File: config.mk
export PLATFORM = sky130hd
export DESIGN_NAME = mds_sync_ctrl
export DESIGN_NICKNAME = d
export VERILOG_FILES = /design/src/hdl/mds_pkg.sv /design/src/hdl/mds_div.sv /design/src/hdl/mds_edge.sv /design/src/hdl/mds_sync_ctrl.sv
export SDC_FILE = /design/constraint.sdc
export NUM_CORES = 1
export LEC_CHECK = 0
export BUFFER_PORTS_ARGS = -buffer_cell sky130_fd_sc_hd__buf_2
export CORE_MARGIN = 4
export CORE_UTILIZATION = 43
export CTS_CLUSTER_DIAMETER = 120
export CTS_CLUSTER_SIZE = 24
export DETAILED_ROUTE_END_ITERATION = 12
export GPL_TIMING_DRIVEN = 0
export PLACE_DENSITY = 0.66
export SLEW_MARGIN = 15
export SYNTH_ARGS = -nofsm -noshare
export SYNTH_HDL_FRONTEND = slang
export SYNTH_SLANG_ARGS = --single-unit
export TNS_END_PERCENT = 30
File: constraint.sdc
create_clock -name clk_i -period 2.07 [get_ports clk_i]
set_input_delay 0.1035 -clock clk_i [delete_from_list [all_inputs] [get_ports clk_i]]
set_output_delay 0.1035 -clock clk_i [all_outputs]
set_load 0.02 [all_outputs]
File: src/hdl/mds_pkg.sv
// package: register map, field positions, reset values and carriers for sync control
package mds_pkg;
    // register indexes; byte address is four times the index
    localparam logic [5:0]  MDS_IDX_MAIN    = 6'h00;
    localparam logic [5:0]  MDS_IDX_ALARM   = 6'h05;
    localparam logic [5:0]  MDS_IDX_PLL     = 6'h18;
    localparam logic [5:0]  MDS_IDX_FUSE    = 6'h1b;
    localparam logic [5:0]  MDS_IDX_SRC     = 6'h1f;
    localparam logic [5:0]  MDS_IDX_SEL     = 6'h20;
    // main_control_register fields
    localparam int          MDS_TXEN_BIT    = 0;
    localparam int          MDS_SINGLE_BIT  = 1;
    localparam int          MDS_DIVALN_BIT  = 2;
    // alarm_status_register fields
    localparam int          MDS_COLL_BIT    = 0;
    localparam int          MDS_NSYNC_BIT   = 1;
    // pll_control_register fields
    localparam int          MDS_PLLEN_BIT   = 10;
    localparam int          MDS_NDSYNC_BIT  = 11;
    // reference_fuse_register fields
    localparam int          MDS_FUSE_BIT    = 11;
    // sync_source_register field: fifo input sync source
    localparam int          MDS_FIN_LSB     = 2;
    // sync_select_register fields
    localparam int          MDS_WRSEL_LSB   = 12;
    localparam int          MDS_RDSEL_LSB   = 8;
    localparam int          MDS_CDSEL_BIT   = 0;
    // source bits inside a 3-bit pointer sync select field
    localparam int          MDS_SRC_INPUT_STROBE    = 0;
    localparam int          MDS_SRC_SYNC    = 1;
    localparam int          MDS_SRC_OUTPUT_STROBE    = 2;
    // reset values
    localparam logic [15:0] MDS_MAIN_RST    = 16'h0000;
    localparam logic [15:0] MDS_PLL_RST     = 16'h0000;
    localparam logic [15:0] MDS_FUSE_RST    = 16'h0000;
    localparam logic [15:0] MDS_SRC_RST     = 16'h0000;
    localparam logic [15:0] MDS_SEL_RST     = 16'h0000;
    localparam logic [15:0] MDS_MIDSCALE    = 16'h8000;
    // reset pin least low time
    localparam int          MDS_CLK_MHZ     = 40;
    localparam int          MDS_RSTPIN_NS   = 25;
    localparam int          MDS_RSTPIN_CYC  = (MDS_RSTPIN_NS * MDS_CLK_MHZ + 999) / 1000;
    // one-cycle sync events, one bit per source
    typedef struct packed {
        logic output_strobe;
        logic sync;
        logic input_strobe;
    } mds_src_t;
    // fifo pointer pair
    typedef struct packed {
        logic [2:0] wr;
        logic [2:0] rd;
    } mds_ptr_t;
endpackage

File: src/hdl/mds_div.sv
// modulo counter divider with synchronous realign
`timescale 1ns/1ps
module mds_div #(
    parameter int DIV = 16
) (
    input  wire logic clk_i,
    input  wire logic rst_i,
    input  wire logic clr_i,
    output logic      tick_o
);
    localparam int CW = (DIV > 1) ? $clog2(DIV) : 1;
    localparam logic [CW-1:0] LAST = CW'(DIV - 1);

    logic [CW-1:0] cnt_r;

    // count clocks, restart at zero on realign
    always_ff @(posedge clk_i) begin
        if (rst_i || clr_i) begin
            cnt_r <= '0;
        end else if (cnt_r == LAST) begin
            cnt_r <= '0;
        end else begin
            cnt_r <= cnt_r + 1'b1;
        end
    end

    assign tick_o = (cnt_r == LAST) & ~clr_i;
endmodule

File: src/hdl/mds_edge.sv
// rising edge detector for a synchronous input
`timescale 1ns/1ps
module mds_edge (
    input  wire logic clk_i,
    input  wire logic rst_i,
    input  wire logic lvl_i,
    output logic      rise_o
);
    logic lvl_r;

    // previous level
    always_ff @(posedge clk_i) begin
        if (rst_i) begin
            lvl_r <= 1'b0;
        end else begin
            lvl_r <= lvl_i;
        end
    end

    assign rise_o = lvl_i & ~lvl_r;
endmodule

File: src/hdl/mds_sync_ctrl.sv
// multi-device sync and start-up control with a wishbone register file
`timescale 1ns/1ps
module mds_sync_ctrl
    import mds_pkg::*;
#(
    parameter int N_DIV    = 16,
    parameter int CLK_DIV  = 2,
    parameter int RD_START = 4
) (
    input  wire logic        clk_i,
    input  wire logic        rst_i,
    input  wire logic        active_low_reset_pin_n_i,
    input  wire logic        transmit_enable_pin_i,
    input  wire logic        input_strobe_i,
    input  wire logic        sync_i,
    input  wire logic        output_strobe_i,
    input  wire logic        sample_valid_i,
    input  wire logic [15:0] sample_i,
    input  wire logic        wb_cyc_i,
    input  wire logic        wb_stb_i,
    input  wire logic        wb_we_i,
    input  wire logic [7:0]  wb_adr_i,
    input  wire logic [31:0] wb_dat_i,
    input  wire logic [3:0]  wb_sel_i,
    output logic [31:0]      wb_dat_o,
    output logic             wb_ack_o,
    output logic [15:0]      sample_o,
    output logic             tx_active_o,
    output logic             fuse_sleep_o,
    output logic             data_rate_tick_o,
    output logic             fifo_in_sync_o,
    output mds_ptr_t         fifo_ptr_o
);
    localparam logic [2:0] RD_INIT = 3'(RD_START);

    // registers
    logic [15:0] main_r;
    logic [15:0] pll_r;
    logic [15:0] fuse_r;
    logic [15:0] src_r;
    logic [15:0] sel_r;
    logic [1:0]  alarm_r;
    logic [15:0] wmask;
    logic        ack_r;
    logic        wr_en;
    logic        pin_rst;
    logic [3:0]  low_cnt_r;
    logic [5:0]  idx;

    // sync path
    mds_src_t    ev;
    logic        output_strobe_ext_r;
    logic        output_strobe_int;
    logic        input_strobe_rise;
    logic        sync_rise;
    logic        output_strobe_rise;
    logic        nd_clr;
    logic        cd_clr;
    logic        cd_src;
    logic        single_mode;
    logic        wr_rst;
    logic        rd_rst_dual;
    logic        rd_meta_r;
    logic        rd_xfer_r;
    logic        rd_rst;
    logic [2:0]  wr_ptr_r;
    logic [2:0]  rd_ptr_r;
    logic [2:0]  wr_nxt;
    logic [2:0]  rd_nxt;
    logic        coll;
    logic        tx_on;
    logic        fin_sync;

    // register index from the byte address, byte-lane write mask
    assign idx   = wb_adr_i[7:2];
    assign wmask = {{8{wb_sel_i[1]}}, {8{wb_sel_i[0]}}};
    // a write lands on the edge where the master sees ack
    assign wr_en = wb_cyc_i & wb_stb_i & wb_we_i & ack_r;

    // wishbone ack: one cycle after the request, dropped the cycle after
    always_ff @(posedge clk_i) begin
        if (rst_i) begin
            ack_r <= 1'b0;
        end else begin
            ack_r <= wb_cyc_i & wb_stb_i & ~ack_r;
        end
    end
    // ack straight from its flip-flop, so it never glitches
    assign wb_ack_o = ack_r;

    // active-low reset pin must stay low the least pulse time to act
    always_ff @(posedge clk_i) begin
        if (rst_i || active_low_reset_pin_n_i) begin
            low_cnt_r <= '0;
        end else if (low_cnt_r != 4'(MDS_RSTPIN_CYC)) begin
            low_cnt_r <= low_cnt_r + 1'b1;
        end
    end
    // pin reset acts once the low time is reached; shorter glitches are ignored
    assign pin_rst = (low_cnt_r == 4'(MDS_RSTPIN_CYC));

    // read data, registered with the ack; unmapped reads as zero
    always_ff @(posedge clk_i) begin
        if (rst_i) begin
            wb_dat_o <= '0;
        end else if (wb_cyc_i && wb_stb_i && !ack_r) begin
            case (idx)
                MDS_IDX_MAIN:  wb_dat_o <= {16'h0000, main_r};
                MDS_IDX_ALARM: wb_dat_o <= {30'h0, alarm_r};
                MDS_IDX_PLL:   wb_dat_o <= {16'h0000, pll_r};
                MDS_IDX_FUSE:  wb_dat_o <= {16'h0000, fuse_r};
                MDS_IDX_SRC:   wb_dat_o <= {16'h0000, src_r};
                MDS_IDX_SEL:   wb_dat_o <= {16'h0000, sel_r};
                default:       wb_dat_o <= '0;
            endcase
        end
    end

    // control registers, byte-lane writes
    always_ff @(posedge clk_i) begin
        if (rst_i || pin_rst) begin
            main_r <= MDS_MAIN_RST;
            pll_r  <= MDS_PLL_RST;
            fuse_r <= MDS_FUSE_RST;
            src_r  <= MDS_SRC_RST;
            sel_r  <= MDS_SEL_RST;
        end else if (wr_en) begin
            case (idx)
                MDS_IDX_MAIN: main_r <= (main_r & ~wmask) | (wb_dat_i[15:0] & wmask);
                MDS_IDX_PLL:  pll_r  <= (pll_r & ~wmask) | (wb_dat_i[15:0] & wmask);
                MDS_IDX_FUSE: fuse_r <= (fuse_r & ~wmask) | (wb_dat_i[15:0] & wmask);
                MDS_IDX_SRC:  src_r  <= (src_r & ~wmask) | (wb_dat_i[15:0] & wmask);
                MDS_IDX_SEL:  sel_r  <= (sel_r & ~wmask) | (wb_dat_i[15:0] & wmask);
                default:      main_r <= main_r;
            endcase
        end
    end
    // fuse sleep control follows its register bit
    assign fuse_sleep_o = fuse_r[MDS_FUSE_BIT];

    // sticky alarms: writing 0 clears a bit, a new event wins
    always_ff @(posedge clk_i) begin
        if (rst_i || pin_rst) begin
            alarm_r <= '0;
        end else begin
            if (wr_en && idx == MDS_IDX_ALARM && wb_sel_i[0]) begin
                alarm_r <= alarm_r & wb_dat_i[1:0];
            end
            if (coll) begin
                alarm_r[MDS_COLL_BIT] <= 1'b1;
            end
            if (nd_clr) begin
                alarm_r[MDS_NSYNC_BIT] <= 1'b1;
            end
        end
    end

    // external output strobe sampled by the converter clock
    always_ff @(posedge clk_i) begin
        if (rst_i) begin
            output_strobe_ext_r <= 1'b0;
        end else begin
            output_strobe_ext_r <= output_strobe_i;
        end
    end

    // edge detectors on the input strobe and sync sources
    mds_edge u_input_strobe (
        .clk_i  (clk_i),
        .rst_i  (rst_i),
        .lvl_i  (input_strobe_i),
        .rise_o (input_strobe_rise)
    );
    mds_edge u_sync (
        .clk_i  (clk_i),
        .rst_i  (rst_i),
        .lvl_i  (sync_i),
        .rise_o (sync_rise)
    );

    // pll n divider; a sync edge realigns it, with no tie to the strobes
    assign nd_clr = pll_r[MDS_NDSYNC_BIT] & sync_rise;
    mds_div #(
        .DIV (N_DIV)
    ) u_ndiv (
        .clk_i  (clk_i),
        .rst_i  (rst_i),
        .clr_i  (nd_clr),
        .tick_o (output_strobe_int)
    );

    // output strobe from pll n divider or from the external pin
    always_comb begin
        output_strobe_rise = output_strobe_ext_r;
        if (pll_r[MDS_PLLEN_BIT]) begin
            output_strobe_rise = output_strobe_int;
        end
    end

    // mode bit: one common source for both pointer resets
    assign single_mode = main_r[MDS_SINGLE_BIT];
    // single mode keeps the output strobe out of pointer sync
    assign ev.input_strobe = input_strobe_rise;
    assign ev.sync = sync_rise;
    assign ev.output_strobe = output_strobe_rise & ~single_mode;

    // clock divider realign: output strobe or input strobe, while enabled
    assign cd_src = sel_r[MDS_CDSEL_BIT] ? output_strobe_rise : input_strobe_rise;
    assign cd_clr = main_r[MDS_DIVALN_BIT] & cd_src;
    mds_div #(
        .DIV (CLK_DIV)
    ) u_cdiv (
        .clk_i  (clk_i),
        .rst_i  (rst_i),
        .clr_i  (cd_clr),
        .tick_o (data_rate_tick_o)
    );

    // pointer reset sources; an all-zero field never resyncs
    assign wr_rst      = |(sel_r[MDS_WRSEL_LSB +: 3] & ev);
    assign rd_rst_dual = |(sel_r[MDS_RDSEL_LSB +: 3] & ev);

    // fifo input sync: 01 input strobe, 10 sync
    always_comb begin
        case (src_r[MDS_FIN_LSB +: 2])
            2'h1:    fin_sync = input_strobe_rise;
            2'h2:    fin_sync = sync_rise;
            default: fin_sync = 1'b0;
        endcase
    end

    // single mode: read reset is the write reset resampled
    always_ff @(posedge clk_i) begin
        if (rst_i) begin
            rd_meta_r <= 1'b0;
            rd_xfer_r <= 1'b0;
        end else begin
            rd_meta_r <= wr_rst;
            rd_xfer_r <= rd_meta_r;
        end
    end
    assign rd_rst = single_mode ? rd_xfer_r : rd_rst_dual;

    // pointer advance
    assign wr_nxt = wr_rst ? 3'h0 : (sample_valid_i ? wr_ptr_r + 1'b1 : wr_ptr_r);
    assign rd_nxt = rd_rst ? RD_INIT : (data_rate_tick_o ? rd_ptr_r + 1'b1 : rd_ptr_r);

    // fifo pointers; periodic resync lands on the same phase
    always_ff @(posedge clk_i) begin
        if (rst_i) begin
            wr_ptr_r <= 3'h0;
            rd_ptr_r <= RD_INIT;
        end else begin
            wr_ptr_r <= wr_nxt;
            rd_ptr_r <= rd_nxt;
        end
    end

    // collision: pointers meet after a move with no reset that cycle
    assign coll = ~wr_rst & ~rd_rst & (wr_nxt == rd_nxt) &
                  (sample_valid_i | data_rate_tick_o);
    // pointer pair out for the datapath
    assign fifo_ptr_o = '{wr: wr_ptr_r, rd: rd_ptr_r};

    // transmit enable from pin or register bit
    assign tx_on = transmit_enable_pin_i | main_r[MDS_TXEN_BIT];

    // output path, mid-scale while not transmitting
    always_ff @(posedge clk_i) begin
        if (rst_i) begin
            sample_o       <= MDS_MIDSCALE;
            tx_active_o    <= 1'b0;
            fifo_in_sync_o <= 1'b0;
        end else begin
            sample_o       <= tx_on ? sample_i : MDS_MIDSCALE;
            tx_active_o    <= tx_on;
            fifo_in_sync_o <= fin_sync;
        end
    end
endmodule
==> qor.txt, run 1 <==
Run status: complete, no violations
Rows: 41
Worst Hold Depth: 3
Largest net degree at the start of global routing: 17
Flop2flop setup slack: 0.07 ns
Multi-input logic area: 2770 sq um
Critical Path RT: 2.37 ns
Most used DFF post-synth: dfxtp_1
Initial Util: 0.444
DRT antenna net count: 0
Initial DRC count: 409
Setup repair after global routing missed its margin: true
Port Buffer Count: 91
FFs w/ async S/R, synth: 0
H-Tree Depth: 4
Count of state elements after synthesis: 137
Clock latency on the worst-skew pair: 0.41 ns
Most common cell after layout, fill and taps aside: dfxtp_1
Post-route insts no fill: 938
Total core area: 12800 sq um
Tightest Pin Transition: 0.971 ns
Slew Viols, Final: 0
Seq/Total Area, Yosys: 0.483
Final setup TNS: 0 ns
Post-synth EDFFs: 0
Leakage power: 2.97 nW
GRT overflow: 0
Post-Place Cells: 868
Ports: 130
FMAX: 500 MHz
Area growth syn-to-layout: 31.5%
DIE AREA: 15100 sq um
R2r worst-path depth: 7
Crit-path max FO: 7
Post-place instance area: 6400 sq um
Filler Cell Count: 1147
Yosys Warn Count: 0
CP Capture Type: flip-flop
Num CTS Buffers: 17
Register Area: 2740 sq um
Layout Nets: 831
Mapped cell area: 5670 sq um
Setup Skew: 0.00667 ns
Tcrit/Tclk final: 0.966
# DRC: 0
Worst min path class: in2reg
Synth unique cells: 55
CP Data Arrival Time: 2.30 ns
Clock Root Buffer: clkbuf_16
Placer Congestion: 0.871
Vias: 4952
Design Area, Final: 7460 sq um
Die height: 123 um
GRT Total Usage: 0.218
Cells after synthesis: 590
Clock slew at reported path FFs: 0.05 ns
Peak supply drop: 0.000479 V
First-pass GRT wire length: 25100 um
DRT Wirelength: 15800 um
Clock Tree Buf Depth: 2
1st-pass router iterations: 8
Die width: 123 um
Rel. slew slack: 0.347
Pwr/cell area: 834 nW/um^2
Mean number of vias per cell: 5.28
Startpoint class of the critical path: flip-flop
Wirelength per Cell: 16.8 um
Initial antenna violation count: 0
# setup viols final: 0
Final Hold Viols: 0
Fin Hold WS: 0.0260 ns
CTS tree: yes
CTS Sinks: 137
Vias in the first global route: 4917
Antenna Cells: 0
Most frequent cells in the layout: dfxtp_1 (137), buf_2 (100), nor2_1 (78)
DPL Wire Length: 11100 um
Min Tclk post-route: 2.00 ns
Critical path class: reg2reg
Max-Cap Viols: 0
Share of layout cells above drive strength 1: 0.240
Avg Cell Area, Syn: 9.62 sq um
==> critical path, stage by stage (launching register included) <==
cell and delay [ns]:
dfxtp_1 0.36, ha_2 0.22, and4_4 0.27, a211oi_4 0.09, or3_4 0.40, a311o_1 0.36
a21oi_1 0.13, nor3_1 0.06
==> metal layers <==
metal	part of all wire	vias up	global-route usage
met5	0	-	0
met4	0.013	0	0.0749
met3	0.073	16	0.0488
met2	0.48	192	0.370
met1	0.43	2360	0.272
li1	-	2384	-
==> through the flow <==
stage / worst slack, ns / power [W] / util
final: 0.0707 / 0.00622 / 0.584
after detailed placement: -0.537 / 0.00317 / 0.501
after global placement: -0.439 / 0.00315 / 0.501
after floorplan: 0.149 / 0.00300 / -
after global routing: -0.0480 / 0.00645 / 0.584
after CTS: -0.132 / 0.00627 / 0.578
==> final timing paths <==
kind | startpoint | endpoint
max reg2reg | u_ndiv.cnt_r[0]$_SDFF_PP0_ | alarm_r[0]$_SDFFE_PP0P_
min reg2reg | rd_meta_r$_SDFF_PP0_ | rd_xfer_r$_SDFF_PP0_
max | u_ndiv.cnt_r[0]$_SDFF_PP0_ | alarm_r[0]$_SDFFE_PP0P_
min | transmit_enable_pin_i | sample_o[15]$_SDFF_PP1_
==> repair_timing <==
item | in CTS | in global routing
pin swaps | 0 | 2
resized for setup | 11 | 20
setup endpoints to repair | 82 | 46
endpoints found under the hold margin | 62 | 0
setup buffers | 0 | 3
hold buffers | 36 | 0
gates cloned | 0 | 0
==> layout make-up <==
cell class              instances  area share
plain buffers                  45      0.0349
clock buffers                  24      0.0646
clock inverters                 8      0.0158
inverters                       6     0.00302
multi-input cells             416       0.371
flip-flops and latches        137       0.368
well taps                     172      0.0288
repair buffers                130       0.114
==> Yosys cell counts (all sizes together) (3+ instances only) <==
library cell    n  area (sq um)
a21o           14           105
xnor2           3          26.3
nor4            4          55.1
nor3           13          65.1
or3             4          25.0
and3            3          18.8
o21ai          19          95.1
a21oi          34           170
nand3           5          35.0
dfxtp         137          2740
and2           17           106
buf            26           170
nand2          38           143
clkbuf         20          75.1
xor2            4          35.0
ha              7          87.6
nand2b          4          25.0
or2             4          27.5
a22oi          20           150
nor2           84           343
inv             6          22.5
nor2b          11          68.8
a222oi         14           140
mux2i          67           671
==> cell families (layout without fill, tap and decap cells) <==
family / after synthesis / in the layout / synth area share
fa+ha+maj: 7 / 7 / 0.0154
compound gates: 122 / 122 / 0.149
xor+xnor: 7 / 7 / 0.0108
buf+inv: 52 / 213 / 0.0472
flops: 137 / 137 / 0.483
mux: 69 / 69 / 0.122
other cells: 1 / 16 / 0.000661
simple gates: 195 / 195 / 0.172
==> where the power goes <==
group          internal (W)  total, W  switching [W]
clock network       0.00198   0.00305        0.00107
registers           0.00268   0.00270      0.0000228
logic              0.000196  0.000477       0.000281
(Power assumes the default switching activity.)
==> run 2: changes to the inputs <==
CORE_MARGIN = 5   (was 4)
==> qor.txt, run 2 (synthesized netlist as in run 1, its figures left out) <==
Vias in the first global route: 5105
Fin util: 0.569
CP startpoint: u_ndiv.cnt_r[0]$_SDFF_PP0_
Flop2flop setup slack: 0.08 ns
Vias: 5020
Setup Skew: 0.00874 ns
Bufs and invs on worst path: 0
Worst min path class: in2reg
DRT Wirelength: 16200 um
# DRC: 0
DRT antenna net count: 0
H-Tree Depth: 4
Total power: 0.00626 W
Post-route insts no fill: 940
Die height: 125 um
Clock latency on the worst-skew pair: 0.42 ns
Port Buffer Count: 91
Seq pwr share: 0.431
Worst Hold Depth: 3
Crit-path slowest cell: or3_1
DIE AREA: 15600 sq um
Startpoint class of the critical path: flip-flop
Switching power: 0.00143 W
Sw frac: 0.229
Largest net degree at the start of global routing: 17
Rows: 42
Clock share of power: 0.492
CTS tree: yes
Critical Path RT: 2.37 ns
Max-Cap Viols: 0
Min Tclk post-route: 1.99 ns
Wirelength per Cell: 17.2 um
Post-Place Cells: 872
DPL Wire Length: 11200 um
CP Capture Point: alarm_r[0]$_SDFFE_PP0P_
R2r startpoint: u_ndiv.cnt_r[0]$_SDFF_PP0_
GRT Total Usage: 0.211
Initial DRC count: 517
Tcrit/Tclk final: 0.963
CP cell instances: ha_2, and4_4, a211oi_4, or3_1, a311o_1, a21oi_1, nor3_1
Register Area: 2740 sq um
Crit-path max FO: 7
Initial Util: 0.434
Placer Congestion: 0.861
First-pass GRT wire length: 26300 um
Levels on crit path: 7
Num CTS Buffers: 17
Antenna Cells: 0
FMAX: 502 MHz
GRT overflow: 0
Int Pwr: 0.00482 W
CTS Sinks: 137
Share of layout cells above drive strength 1: 0.240
Setup repair after global routing missed its margin: true
Peak supply drop: 0.000541 V
Most common cell after layout, fill and taps aside: dfxtp_1
Pwr/cell area: 841 nW/um^2
Multi-input logic area: 2770 sq um
Layout Nets: 829
Area growth syn-to-layout: 31.2%
R2r worst-path depth: 7
Clock Tree Buf Depth: 2
Initial antenna violation count: 0
Clock Root Buffer: clkbuf_16
Filler Cell Count: 1165
Total core area: 13100 sq um
Leakage power: 2.94 nW
Most frequent cells in the layout: dfxtp_1 (137), buf_2 (100), nor2_1 (78)
CP Data Arrival Time: 2.30 ns
# setup viols final: 0
Mean number of vias per cell: 5.34
Run status: complete, no violations
Fin Hold WS: 0.0130 ns
1st-pass router iterations: 6
Clock slew at reported path FFs: 0.06 ns
Ports: 130
Critical path class: reg2reg
Final Hold Viols: 0
Slew Viols, Final: 0
Rel. slew slack: 0.329
Die width: 125 um
R2R Path End: alarm_r[0]$_SDFFE_PP0P_
Tightest Pin Transition: 0.999 ns
Slowest stage delay, CP: 0.40 ns
CP Capture Type: flip-flop
Comb power frac: 0.077
CP delay by family, top: simple AND/OR/NAND/NOR gates
## run 2: cell types whose count changed in the layout (fill, tap and decap cells not counted), sizes merged
cell	previous run	this run
dlygate4sd3	36	35
clkinv	4	3
clkinvlp	1	5
clkbuf	43	41
buf	120	118
## run 2: worst min-delay path by stage
| stage | from | endpoint | slack (ns) |
|---|---|---|---|
| 2_1_floorplan | active_low_reset_pin_n_i | low_cnt_r[0]$_SDFFE_PP0N_ | 0.18 |
| 5_1_grt | wb_dat_i[11] | flip-flop | 0.02 |
| 3_5_place_dp | sample_i[15] | sample_o[15]$_SDFF_PP1_ | 0.29 |
| 6_report | wb_dat_i[11] | flip-flop | 0.01 |
| 4_1_cts | wb_dat_i[11] | flip-flop | 0.006 |
| 3_3_place_gp | sample_i[15] | sample_o[15]$_SDFF_PP1_ | 0.29 |
## run 2: power by group through the flow
stage               Combinational [W]  Clock (W)  Sequential, W
floorplan                    0.000212          0        0.00278
global placement             0.000402          0        0.00275
detailed placement           0.000412          0        0.00275
CTS                          0.000472    0.00312        0.00270
global route                 0.000524    0.00325        0.00270
finish                       0.000480    0.00308        0.00270
## run 2: timing repair
action,CTS,global route
hold buffers,35,0
resized for setup,12,16
setup buffers,0,2
endpoints found under the setup margin,82,59
pin swaps,0,2
endpoints found under the hold margin,66,0
## run 2: cell type report
cell class	instances	area share
plain buffers	45	0.0350
clock buffers	21	0.0619
clock inverters	11	0.0197
inverters	6	0.00303
multi-input cells	416	0.372
flip-flops and latches	137	0.369
well taps	176	0.0296
repair buffers	128	0.110
## run 2: metal layers
layer | vias up | part of all wire | global-route usage | routed length, um
met2 | 217 | 0.49 | 0.355 | 7880
met4 | 0 | 0.015 | 0.0689 | 242
li1 | 2386 | - | - | -
met5 | - | 0 | 0 | 0
met1 | 2398 | 0.41 | 0.255 | 6660
met3 | 19 | 0.085 | 0.0695 | 1370
## run 2: tightest hold or removal path: stages
cell     delay [ns]
buf_2          0.14
mux2i_1        0.08
nor2_1         0.08
## run 2: per-stage QoR
stage / area [sq um] / worst slack (ns) / setup TNS (ns)
floorplan: 5730 / 0.149 / 0
finish: 7440 / 0.0776 / 0
global route: 7440 / -0.0513 / -0.0513
detailed placement: 6400 / -0.516 / -27.83
global placement: 6400 / -0.386 / -19.56
CTS: 7390 / -0.0688 / -0.125
